File: config.mk
export PLATFORM = sky130hd
export DESIGN_NAME = gpi_top
export DESIGN_NICKNAME = d
export VERILOG_FILES = /design/src/logic/gpi_pkg.sv /design/src/logic/gpi_link_if.sv /design/src/logic/gpi_pads.sv /design/src/logic/gpi_sync.sv /design/src/logic/gpi_top.sv
export VERILOG_INCLUDE_DIRS = /design/src /design/src/logic
export SDC_FILE = /design/constraint.sdc
export NUM_CORES = 1
export LEC_CHECK = 0
export BUFFER_PORTS_ARGS = -buffer_cell sky130_fd_sc_hd__buf_2
export CAP_MARGIN = 20
export CORE_MARGIN = 10
export CORE_UTILIZATION = 50
export CTS_CLUSTER_SIZE = 24
export DETAILED_ROUTE_END_ITERATION = 10
export PLACE_DENSITY = 0.74
export SLEW_MARGIN = 20
export SYNTH_ARGS = -nofsm -noshare
export SYNTH_HDL_FRONTEND = slang
export SYNTH_SLANG_ARGS = --single-unit
export TNS_END_PERCENT = 1
File: constraint.sdc
create_clock -name sys_clk -period 2.15 [get_ports sys_clk]
set_input_delay 0.1075 -clock sys_clk [delete_from_list [all_inputs] [get_ports sys_clk]]
set_output_delay 0.1075 -clock sys_clk [all_outputs]
set_load 0.05 [all_outputs]
File: src/logic/gpi_consts.svh
// Offsets, field positions, reset values and widths of the pin input block.
// Assumes an 8-bit register port with byte-wide registers.
`ifndef GPI_CONSTS_SVH
`define GPI_CONSTS_SVH

// Widths
`define GPI_NPIN 21
`define GPI_AW 8
`define GPI_DW 8

// Register offsets
`define GPI_OFS_P0_FLAG 8'h89
`define GPI_OFS_P1_FLAG 8'h8A
`define GPI_OFS_P2_FLAG 8'h8B
`define GPI_OFS_CTL 8'h8C
`define GPI_OFS_P1_IEN 8'h8D
`define GPI_OFS_P0_MODE 8'h8F
`define GPI_OFS_P1_MODE 8'hF6
`define GPI_OFS_P2_MODE 8'hF7

// Control register fields
`define GPI_CTL_BOOST 6
`define GPI_CTL_P2_IEN 5
`define GPI_CTL_P0_IENH 4
`define GPI_CTL_P0_IENL 3
`define GPI_CTL_FALL_MSB 2

// Port 2 mode register fields
`define GPI_PDN_LSB 5
`define GPI_P2_MODE_MSB 4

// Port 1 mode field starts above two unused bits
`define GPI_P1_MODE_LSB 2
`define GPI_P1_FIXED_TRI 2'h3

// Reset value of every register
`define GPI_RST_BYTE 8'h00

// Input filter warm-up count
`define GPI_WARM 2'h3

`endif

File: src/logic/gpi_pkg.sv
// Types of the pin input block: the state record of each module.
// Assumes gpi_consts.svh is on the include path.
`include "gpi_consts.svh"

package gpi_pkg;

	typedef struct packed {
		logic [`GPI_NPIN-1:0] s1;
		logic [`GPI_NPIN-1:0] s2;
		logic [`GPI_NPIN-1:0] s3;
		logic [`GPI_NPIN-1:0] lvl;
		logic [`GPI_NPIN-1:0] rise;
		logic [`GPI_NPIN-1:0] fall;
		logic [1:0] cnt;
	} gpi_sync_st_t;

	typedef struct packed {
		logic [`GPI_NPIN-1:0] pu;
		logic [`GPI_NPIN-1:0] pd;
	} gpi_pads_st_t;

	typedef struct packed {
		logic [7:0] p0_mode;
		logic [5:0] p1_mode;
		logic [4:0] p2_mode;
		logic [2:0] pull_dn;
		logic boost;
		logic p2_ien;
		logic p0_ienh;
		logic p0_ienl;
		logic [2:0] fall_sel;
		logic [7:0] p1_ien;
		logic [7:0] p0_flag;
		logic [7:0] p1_flag;
		logic [4:0] p2_flag;
		logic [7:0] rdata;
		logic [2:0] irq;
	} gpi_core_st_t;

endpackage : gpi_pkg

File: src/logic/gpi_link_if.sv
// Carries pin events to the core and pad settings to the pad driver.
// Assumes one clock shared by all three modules.
`timescale 1ns/1ps
`include "gpi_consts.svh"

interface gpi_link_if;
	logic [`GPI_NPIN-1:0] rise;
	logic [`GPI_NPIN-1:0] fall;
	logic [`GPI_NPIN-1:0] tri_mode;
	logic [2:0] pull_dn;
	modport sync_mp (output rise, output fall);
	modport core_mp (input rise, input fall, output tri_mode, output pull_dn);
	modport pads_mp (input tri_mode, input pull_dn);
endinterface : gpi_link_if

File: src/logic/gpi_pads.sv
// Pull resistor enables per pin, registered toward the pad ring.
// Assumes the core holds a tristate bit per pin and one direction per port.
`timescale 1ns/1ps
`include "gpi_consts.svh"

module gpi_pads (
	// Clock and control
	input wire logic sys_clk,
	input wire logic sys_rst,
	input wire logic ce,
	// Settings
	gpi_link_if.pads_mp lnk,
	// Pads
	output logic [`GPI_NPIN-1:0] pull_up_en,
	output logic [`GPI_NPIN-1:0] pull_down_en
);
	gpi_pkg::gpi_pads_st_t q;
	gpi_pkg::gpi_pads_st_t d;
	logic [`GPI_NPIN-1:0] dn_sel;

	// Port direction bit fanned out to its pins
	for (genvar i = 0; i < `GPI_NPIN; i++) begin : g_pin
		assign dn_sel[i] = lnk.pull_dn[(i < 8) ? 0 : ((i < 16) ? 1 : 2)];
	end

	always_comb begin
		d = q;
		d.pu = ~lnk.tri_mode & ~dn_sel; // [RL3] [RL4] [RL5]
		d.pd = ~lnk.tri_mode & dn_sel; // [RL1] [RL2] [RL13]
	end

	always_ff @(posedge sys_clk) begin
		if (sys_rst) begin
			q <= '0;
		end else if (ce) begin
			q <= d;
		end
	end

	assign pull_up_en = q.pu;
	assign pull_down_en = q.pd;
endmodule : gpi_pads

File: src/logic/gpi_sync.sv
// Pin synchroniser and edge finder for all 21 inputs.
// Assumes asynchronous pins; events are one-cycle pulses.
`timescale 1ns/1ps
`include "gpi_consts.svh"

module gpi_sync (
	// Clock and control
	input wire logic sys_clk,
	input wire logic sys_rst,
	input wire logic ce,
	// Pins
	input wire logic [`GPI_NPIN-1:0] pin_in,
	// Events
	gpi_link_if.sync_mp lnk
);
	gpi_pkg::gpi_sync_st_t q;
	gpi_pkg::gpi_sync_st_t d;
	logic [`GPI_NPIN-1:0] agree;
	logic warm;

	assign agree = ~(q.s2 ^ q.s3);
	assign warm = (q.cnt == `GPI_WARM);

	always_comb begin
		d = q;
		d.s1 = pin_in;
		d.s2 = q.s1;
		d.s3 = q.s2;
		d.cnt = warm ? q.cnt : q.cnt + 2'h1;
		// Before warm-up the level is taken without events
		d.lvl = warm ? ((q.lvl & ~agree) | (q.s3 & agree)) : q.s2;
		d.rise = warm ? (agree & q.s3 & ~q.lvl) : '0;
		d.fall = warm ? (agree & ~q.s3 & q.lvl) : '0;
	end

	always_ff @(posedge sys_clk) begin
		if (sys_rst) begin
			q <= '0;
		end else if (ce) begin
			q <= d;
		end
	end

	assign lnk.rise = q.rise;
	assign lnk.fall = q.fall;
endmodule : gpi_sync

File: src/logic/gpi_top.sv
// Input mode, pull control and pin request flags for three I/O ports.
// Assumes a byte register port with one-cycle strobes and async pins.
//
// Functional notes
// RL1 - Port 1 pins 7..2 are pulled when their mode bit is 0, tristate at 1.
// RL2 - Port 2 pins 4..0 are pulled when their mode bit is 0, tristate at 1.
// RL3 - Port 2 pulled inputs pull up at 0 and down at 1, reset to up.
// RL4 - Port 1 pulled inputs pull up at 0 and down at 1, reset to up.
// RL5 - Port 0 pulled inputs pull up at 0 and down at 1, reset to up.
// RL6 - A pending request on a port 0 pin sets its flag; flags reset to 0.
// RL7 - A pending request on a port 1 pin sets its flag; flags reset to 0.
// RL8 - Port 2 has five flags and the top three bits read as 0.
// RL9 - The drive bit picks minimum drive at 0 and maximum drive at 1.
// RL10 - One bit enables port 2 requests; it resets to disabled.
// RL11 - One bit enables requests of port 0 pins 7..4.
// RL12 - One bit enables requests of port 0 pins 3..0.
// RL13 - Port 0 pins 7..0 are pulled when their mode bit is 0, tristate at 1.
// RL14 - Per port, edge select 0 means rising and 1 means falling edge.
// RL15 - Each port 1 pin has its own request enable, reset to disabled.
// RL16 - Writing 0 to a flag bit clears it; writing 1 leaves it.
// RL17 - A port requests while any enabled flag of that port is set.
`timescale 1ns/1ps
`include "gpi_consts.svh"

module gpi_top (
	// Clock, reset, enable
	input wire logic sys_clk,
	input wire logic sys_rst,
	input wire logic ce,
	// Register port
	input wire logic [`GPI_AW-1:0] addr,
	input wire logic [`GPI_DW-1:0] wdata,
	input wire logic wr_stb,
	input wire logic rd_stb,
	output logic [`GPI_DW-1:0] rdata,
	// Pins
	input wire logic [7:0] p0_pin_in,
	input wire logic [7:0] p1_pin_in,
	input wire logic [4:0] p2_pin_in,
	// Pad control
	output logic [`GPI_NPIN-1:0] pull_up_en,
	output logic [`GPI_NPIN-1:0] pull_down_en,
	output logic drive_boost,
	// Port requests
	output logic p0_irq,
	output logic p1_irq,
	output logic p2_irq
);
	gpi_pkg::gpi_core_st_t q;
	gpi_pkg::gpi_core_st_t d;
	gpi_link_if lnk ();

	logic [`GPI_NPIN-1:0] fall_v;
	logic [`GPI_NPIN-1:0] set_v;
	logic [7:0] clr0;
	logic [7:0] clr1;
	logic [4:0] clr2;
	logic wr_p0f;
	logic wr_p1f;
	logic wr_p2f;

	// Pin path

	gpi_sync u_sync (
		.sys_clk(sys_clk),
		.sys_rst(sys_rst),
		.ce(ce),
		.pin_in({p2_pin_in, p1_pin_in, p0_pin_in}),
		.lnk(lnk)
	);

	gpi_pads u_pads (
		.sys_clk(sys_clk),
		.sys_rst(sys_rst),
		.ce(ce),
		.lnk(lnk),
		.pull_up_en(pull_up_en),
		.pull_down_en(pull_down_en)
	);

	// Pins 1..0 of port 1 have no pull and stay tristate
	assign lnk.tri_mode = {q.p2_mode, q.p1_mode, `GPI_P1_FIXED_TRI,
		q.p0_mode}; // [RL1] [RL2] [RL13]
	assign lnk.pull_dn = q.pull_dn; // [RL3] [RL4] [RL5]

	// Request condition

	assign fall_v = {{5{q.fall_sel[2]}}, {8{q.fall_sel[1]}},
		{8{q.fall_sel[0]}}};
	assign set_v = (lnk.rise & ~fall_v) | (lnk.fall & fall_v); // [RL14]

	// Flag clears

	assign wr_p0f = wr_stb && (addr == `GPI_OFS_P0_FLAG);
	assign wr_p1f = wr_stb && (addr == `GPI_OFS_P1_FLAG);
	assign wr_p2f = wr_stb && (addr == `GPI_OFS_P2_FLAG);
	assign clr0 = wr_p0f ? ~wdata : 8'h00; // [RL16]
	assign clr1 = wr_p1f ? ~wdata : 8'h00; // [RL16]
	assign clr2 = wr_p2f ? ~wdata[4:0] : 5'h00; // [RL16]

	always_comb begin
		d = q;
		d.rdata = `GPI_RST_BYTE;

		// Configuration writes
		if (wr_stb) begin
			case (addr)
				`GPI_OFS_P0_MODE: begin
					d.p0_mode = wdata; // [RL13]
				end
				`GPI_OFS_P1_MODE: begin
					d.p1_mode = wdata[7:`GPI_P1_MODE_LSB]; // [RL1]
				end
				`GPI_OFS_P2_MODE: begin
					d.pull_dn = wdata[7:`GPI_PDN_LSB]; // [RL3] [RL4] [RL5]
					d.p2_mode = wdata[`GPI_P2_MODE_MSB:0]; // [RL2]
				end
				`GPI_OFS_CTL: begin
					d.boost = wdata[`GPI_CTL_BOOST]; // [RL9]
					d.p2_ien = wdata[`GPI_CTL_P2_IEN]; // [RL10]
					d.p0_ienh = wdata[`GPI_CTL_P0_IENH]; // [RL11]
					d.p0_ienl = wdata[`GPI_CTL_P0_IENL]; // [RL12]
					d.fall_sel = wdata[`GPI_CTL_FALL_MSB:0]; // [RL14]
				end
				`GPI_OFS_P1_IEN: begin
					d.p1_ien = wdata; // [RL15]
				end
				default: begin
					d.rdata = `GPI_RST_BYTE;
				end
			endcase
		end

		// A new event wins over a clear in the same cycle
		d.p0_flag = (q.p0_flag & ~clr0) | set_v[7:0]; // [RL6] [RL16]
		d.p1_flag = (q.p1_flag & ~clr1) | set_v[15:8]; // [RL7] [RL16]
		d.p2_flag = (q.p2_flag & ~clr2) | set_v[20:16]; // [RL8] [RL16]

		// Port requests from enabled flags
		d.irq[0] = (q.p0_ienh && (q.p0_flag[7:4] != 4'h0)) ||
			(q.p0_ienl && (q.p0_flag[3:0] != 4'h0)); // [RL11] [RL12] [RL17]
		d.irq[1] = ((q.p1_flag & q.p1_ien) != 8'h00); // [RL15] [RL17]
		d.irq[2] = q.p2_ien && (q.p2_flag != 5'h00); // [RL10] [RL17]

		// Read data stand one cycle after the strobe
		if (rd_stb) begin
			case (addr)
				`GPI_OFS_P0_FLAG: begin
					d.rdata = q.p0_flag;
				end
				`GPI_OFS_P1_FLAG: begin
					d.rdata = q.p1_flag;
				end
				`GPI_OFS_P2_FLAG: begin
					d.rdata = {3'h0, q.p2_flag}; // [RL8]
				end
				`GPI_OFS_CTL: begin
					d.rdata = {1'b0, q.boost, q.p2_ien, q.p0_ienh, q.p0_ienl,
						q.fall_sel};
				end
				`GPI_OFS_P1_IEN: begin
					d.rdata = q.p1_ien;
				end
				`GPI_OFS_P0_MODE: begin
					d.rdata = q.p0_mode;
				end
				`GPI_OFS_P1_MODE: begin
					d.rdata = {q.p1_mode, 2'h0};
				end
				`GPI_OFS_P2_MODE: begin
					d.rdata = {q.pull_dn, q.p2_mode};
				end
				default: begin
					d.rdata = `GPI_RST_BYTE;
				end
			endcase
		end
	end

	always_ff @(posedge sys_clk) begin
		if (sys_rst) begin
			q <= '0; // [RL3] [RL4] [RL5] [RL10] [RL15]
		end else if (ce) begin
			q <= d;
		end
	end

	assign rdata = q.rdata;
	assign drive_boost = q.boost; // [RL9]
	assign p0_irq = q.irq[0];
	assign p1_irq = q.irq[1];
	assign p2_irq = q.irq[2];
endmodule : gpi_top

-- Yosys cells after proc, flatten, opt, wreduce, memory -nomap -nowiden
Cells that the tools add are included.
- word-level logic and storage cells: 91
- register bits after elaboration: 239
- input port bits: 42
- output and inout bits: 54
- muxes and demuxes: 8
- equality and inequality tests: 9
- bitwise operators: 32
- reduce and logical (&&, ||, !) cells: 17
- add/subtract/negate cells: 1
- operator list (kind ; count):
    $and 21x21->21 ; 9
    $not 21->21 ; 7
    $eq 8x8->1 const B ; 8
    $pmux 8 s8 ; 1
    $mux 21 ; 3
    $or 21x21->21 ; 2
    $and 8x8->8 ; 3
    $mux 8 ; 3
    $not 8->8 ; 3
    $xor 21x21->21 ; 1
    $or 8x8->8 ; 2
    $reduce_and 3->1 ; 5
    $not 5->5 ; 2
    $reduce_bool 4->1 ; 2
    $reduce_bool 8->1 ; 1
    $logic_and 1x1->1 ; 6
    $and 5x5->5 ; 1
    $mux 5 ; 1
    $or 5x5->5 ; 1
    $reduce_bool 5->1 ; 1
    $add 2x1->2 const B ; 1
    $eq 2x2->1 const B ; 1
    $reduce_and 2->1 ; 1
    $logic_or 1x1->1 ; 1
    $not 1->1 ; 1

-- Logic depth before layout (Yosys ltp)
- depth after elaboration: 6
- depth in mapped cells: 7
- depth with buffers taken out: 6

-- Hierarchy
Synthesis repeated with hierarchy kept, for this count alone.
- cells, all modules: 1238
- area total of the unflattened synthesis: 11662.4 µm²
- modules (own cells, without submodules) (module ; cells each ; sequential area each (µm²) ; area each (µm²) ; instances):
    gpi_sync ; 668 ; 2562.5 ; 6379.9 ; 1
    gpi_top ; 403 ; 1381.3 ; 3619.7 ; 1
    gpi_pads ; 167 ; 840.8 ; 1662.8 ; 1

-- Least setup slack after synthesis
Ideal clock, no wire load.
- path kind: input -> register
- start point: input port addr[5]
- end point: register q[23] (netlist bit)
- cell stages on the path: 6
- arrival: 1383 ps
- buffers on the path: 1
- path slack: 635 ps
- data required time: 2018 ps
- setup time: 132 ps
- cell sequence: nor4b_4 nand2_2 or4b_4 buf_6 o21ai_2 a21oi_1
- word-level cells in the longest chain between the ends: 6
- RTL lines (what ; RTL line ; RTL):
    start, declared ; gpi_top.sv:31 ; input wire logic [`GPI_AW-1:0] addr,
    $eq 8x8->1 ; - ;
    $logic_and 1x1->1 ; gpi_top.sv:95 ; assign wr_p1f = wr_stb && (addr == `GPI_OFS_P1_FLAG);
    $mux 8 ; gpi_top.sv:98 ; assign clr1 = wr_p1f ? ~wdata : 8'h00;
    $not 8->8 ; gpi_top.sv:136 ; d.p1_flag = (q.p1_flag & ~clr1) | set_v[15:8];
    $and 8x8->8 ; gpi_top.sv:136 ;
    $or 8x8->8 ; gpi_top.sv:136 ;
    end signal, assigned ; gpi_top.sv:182 ; q <= '0;
    end signal, assigned ; gpi_top.sv:184 ; q <= d;
    end, declared ; gpi_top.sv:49 ; gpi_pkg::gpi_core_st_t q;
Every way passes these cells.
A chain may end at the register's enable or synchronous reset.

-- Worst setup path after layout
- start point: register u_sync.q[0] (netlist bit)
- end point: register u_sync.q (netlist bit u_sync.lnk.fall[17])
- word-level cells in the longest chain between the ends: 2
- RTL lines (what ; RTL line ; RTL):
    start, declared ; gpi_sync.sv:16 ; gpi_pkg::gpi_sync_st_t q;
    start signal, assigned ; gpi_sync.sv:38 ; q <= '0;
    start signal, assigned ; gpi_sync.sv:40 ; q <= d;
    $eq 2x2->1 (no line) ; - ;
    $mux 21 ; gpi_sync.sv:33 ; d.fall = warm ? (agree & ~q.s3 & q.lvl) : '0;
Every way passes these cells.

==> flow_summary.json <==
{
  "status": "completed",
  "pin_count": 96,
  "worst-slew-pin-transition_ns": 0.776,
  "ant_nets": 0,
  "crit_type": "reg -> reg",
  "synthTopCellsByArea": "dfxtp_1 45%, mux2i_1 10%, nor2_1 6.6%",
  "nets": 1358,
  "wirelength_um": 24500,
  "min_period_ns": 1.72,
  "numClockSinks": 235,
  "start_kind": "flop",
  "worstHoldPathType": "in -> reg",
  "fin_ws_ns": 0.425,
  "n_fill_cell": 1781,
  "cts.htree.levels": 1,
  "cp_data_required_time_ns": 2.58,
  "tritoncts": "done",
  "final_common_cell": "dfxtp_1",
  "tns_ns": 0,
  "path_clk_slew_ns": 0.06,
  "cap_violations": 0,
  "cts_root_buf": "clkbuf_16",
  "drt-wirelength-per-cell_um": 15.7,
  "layout-drive-gt1-share": 0.151,
  "die_area_sq_mm": 0.0271,
  "p_leak_nw": 4.90,
  "rsz0062_at_grt": "no",
  "synthSimpleGateAreaFrac": 0.174,
  "synth_ff_type": "dfxtp_1",
  "dp_hpwl_um": 15700,
  "synth_top_family_by_area": "simple AND/OR/NAND/NOR gates",
  "swShare": 0.236,
  "worstPathArrival_ns": 2.16,
  "gp_congestion": 0.911,
  "yosysTopAreaCell": "dfxtp_1",
  "critical-path-max-stage-delay_ns": 0.54,
  "p_comb_frac": 0.076,
  "areaGrowthSynthToFinish_pct": 16.6,
  "grt_max_degree": 114,
  "fmaxAchievable_ghz": 0.580,
  "synth-edff-count": 0,
  "synthAdderAreaFrac": 0.0516,
  "fin_skew_ns": 0.0156,
  "layout_common_cells": "235 x dfxtp_1, 183 x nor2_1, 135 x a21oi_1",
  "cp_cell_sequence": "ha_2 -> nor2_1 -> or2_2 -> a21oi_1",
  "path_delay_family": "simple AND/OR/NAND/NOR gates",
  "clock_power_share": 0.460,
  "hold_violations": 0,
  "critPathSlowestCell": "or2_2",
  "yosysTopAreaCellShare": 0.451,
  "vias": 8370,
  "start_util": 0.512,
  "internal_power_mw": 7.46,
  "grt_pass1_wl_um": 39900,
  "synth-compound-area-share": 0.129,
  "p_switching_mw": 2.31,
  "syn_area_sq_mm": 0.0104,
  "core-area_sq_mm": 0.0204,
  "clk_latency_ns": 0.52,
  "overflow": 0,
  "clockBufferDepth": 3,
  "synthXorXnorAreaFrac": 0.000839,
  "max-vdd-ir-drop_uv": 681,
  "drv_slew": 0,
  "die_w_um": 164,
  "crit_cells": 4,
  "via_per_inst": 5.36,
  "yosysWarnings": 0,
  "firstDrtPassIters": 5,
  "period_share": 0.802,
  "fin_total_pwr_mw": 9.77,
  "diodes": 0,
  "io_buffers": 91,
  "cts_setup_buffers": 0,
  "setup_viol": 0,
  "drtIter0Drc": 581,
  "path_buf_inv": 0,
  "placement_rows": 52,
  "synthArstFlopShare": 0,
  "grtUsageTotal": 0.175,
  "grt_pass1_vias": 7824,
  "antenna_found_initial": 0,
  "drc": 0,
  "cp_max_fo": 30,
  "syn_area_per_cell_sq_um": 8.69,
  "power.density_mw_per_mm2": 803,
  "multi_input_area_sq_mm": 0.00517,
  "syn-instance-count": 1201,
  "die_y_um": 164,
  "slew_headroom": 0.483,
  "final_core_util": 0.598,
  "instances_no_fill": 1562,
  "seq_area_sq_mm": 0.00470,
  "cts_buffers": 26,
  "seq_power_share": 0.464,
  "pre_cts_ws_ns": 0.343,
  "synth_cell_types": 46,
  "r2r_cells": 4,
  "min_path_cells": 3,
  "dp.cells": 1484,
  "synth.area.mux_share": 0.138,
  "synth_seq_cells": 235,
  "cp-end-kind": "flop",
  "yosysSeqAreaShare": 0.451
}
==> synth_stat cells, types with 2 or more instances <==
library cell  number
o21ai_0           44
inv_1             44
mux2_2            32
nand2_1          124
o211ai_1           2
nand3_1           25
and2_1             2
mux2i_1          108
nand3b_1          15
buf_2             11
buf_1              8
nand4b_1          13
nand4_1            3
nor2b_1            5
nand3_2            2
a21oi_1          135
nor2_2             3
buf_4             12
clkbuf_1          60
o41ai_1            2
ha_1              43
o21ai_2            8
a211oi_1          22
nor3_1            24
or4_1              2
o22ai_1            3
nor2_1           183
dfxtp_1          235
a22oi_1           12
a221oi_1           3
==> cells by family (layout without fill, tap and decap cells) <==
logic type               after synthesis  after routing
buffers and inverters                136            224
AO/OA/AOI/OAI                        237            237
flip-flops                           235            235
multiplexers                         140            140
XOR/XNOR                               1              1
other                                  1              4
AND/OR/NAND/NOR                      408            408
adder cells (fa/ha/maj)               43             43
==> registers in the layout, summed over array words and instances (netlist names), 8 cells and up, named ones only <==
register and count:
u_pads.pull_up_en 19, u_sync.lnk.rise 21, rdata 8, u_pads.pull_down_en 19, u_sync.d 42, lnk.tri_mode 19
u_sync.lnk.fall 21, u_sync.q 23, q 32
==> worst min-delay path: cells and delay by family <==
| family | cells | cell delay (ns) |
|---|---|---|
| buf+inv | 1 | 0.19 |
| mux | 1 | 0.15 |
| simple gates | 1 | 0.05 |
==> final timing paths <==
path                           start                   to  slack [ns]
setup / recovery         u_sync.q[0]  u_sync.lnk.fall[17]        0.43
hold / removal              wdata[7]      lnk.tri_mode[7]        0.01
setup reg to reg         u_sync.q[0]  u_sync.lnk.fall[17]        0.43
hold reg to reg   u_sync.lnk.rise[0]   u_sync.lnk.rise[0]        0.45
==> layer usage <==
| layer | global-route usage | routed length (um) |
|---|---|---|
| met2 | 0.271 | 10700 |
| met1 | 0.243 | 11600 |
| met4 | 0.0499 | 593 |
| met3 | 0.0349 | 1570 |
| met5 | 0 | 0 |
==> power groups by stage <==
stage	clock [mW]	combinational (mW)	sequential, mW
after global routing	4.75	0.830	4.55
final	4.49	0.746	4.53
after CTS	4.57	0.749	4.53
after detailed placement	0	0.702	4.63
after floorplan	0	0.437	4.70
after global placement	0	0.689	4.62
==> through the flow <==
step	cell area [sq um]	hold slack, ns
3_5_place_dp	11000	0.349
3_3_place_gp	11000	0.341
5_1_grt	12200	0.0116
4_1_cts	12200	0.00461
6_report	12200	0.0126
2_1_floorplan	10400	0.251
==> area by class of cell <==
type / instances / area share
multi-input combinational: 833 / 0.425
tap: 270 / 0.0278
clock buffer: 38 / 0.0639
clock inverter: 9 / 0.00853
inverter: 44 / 0.0136
timing repair buffer: 133 / 0.0749
sequential: 235 / 0.387
==> timing repair <==
item | in CTS | in global routing
resized for setup | 0 | 0
hold buffers | 31 | 0
hold endpoints to repair | 63 | 0
Note: power is estimated with default switching activity, not from simulation.
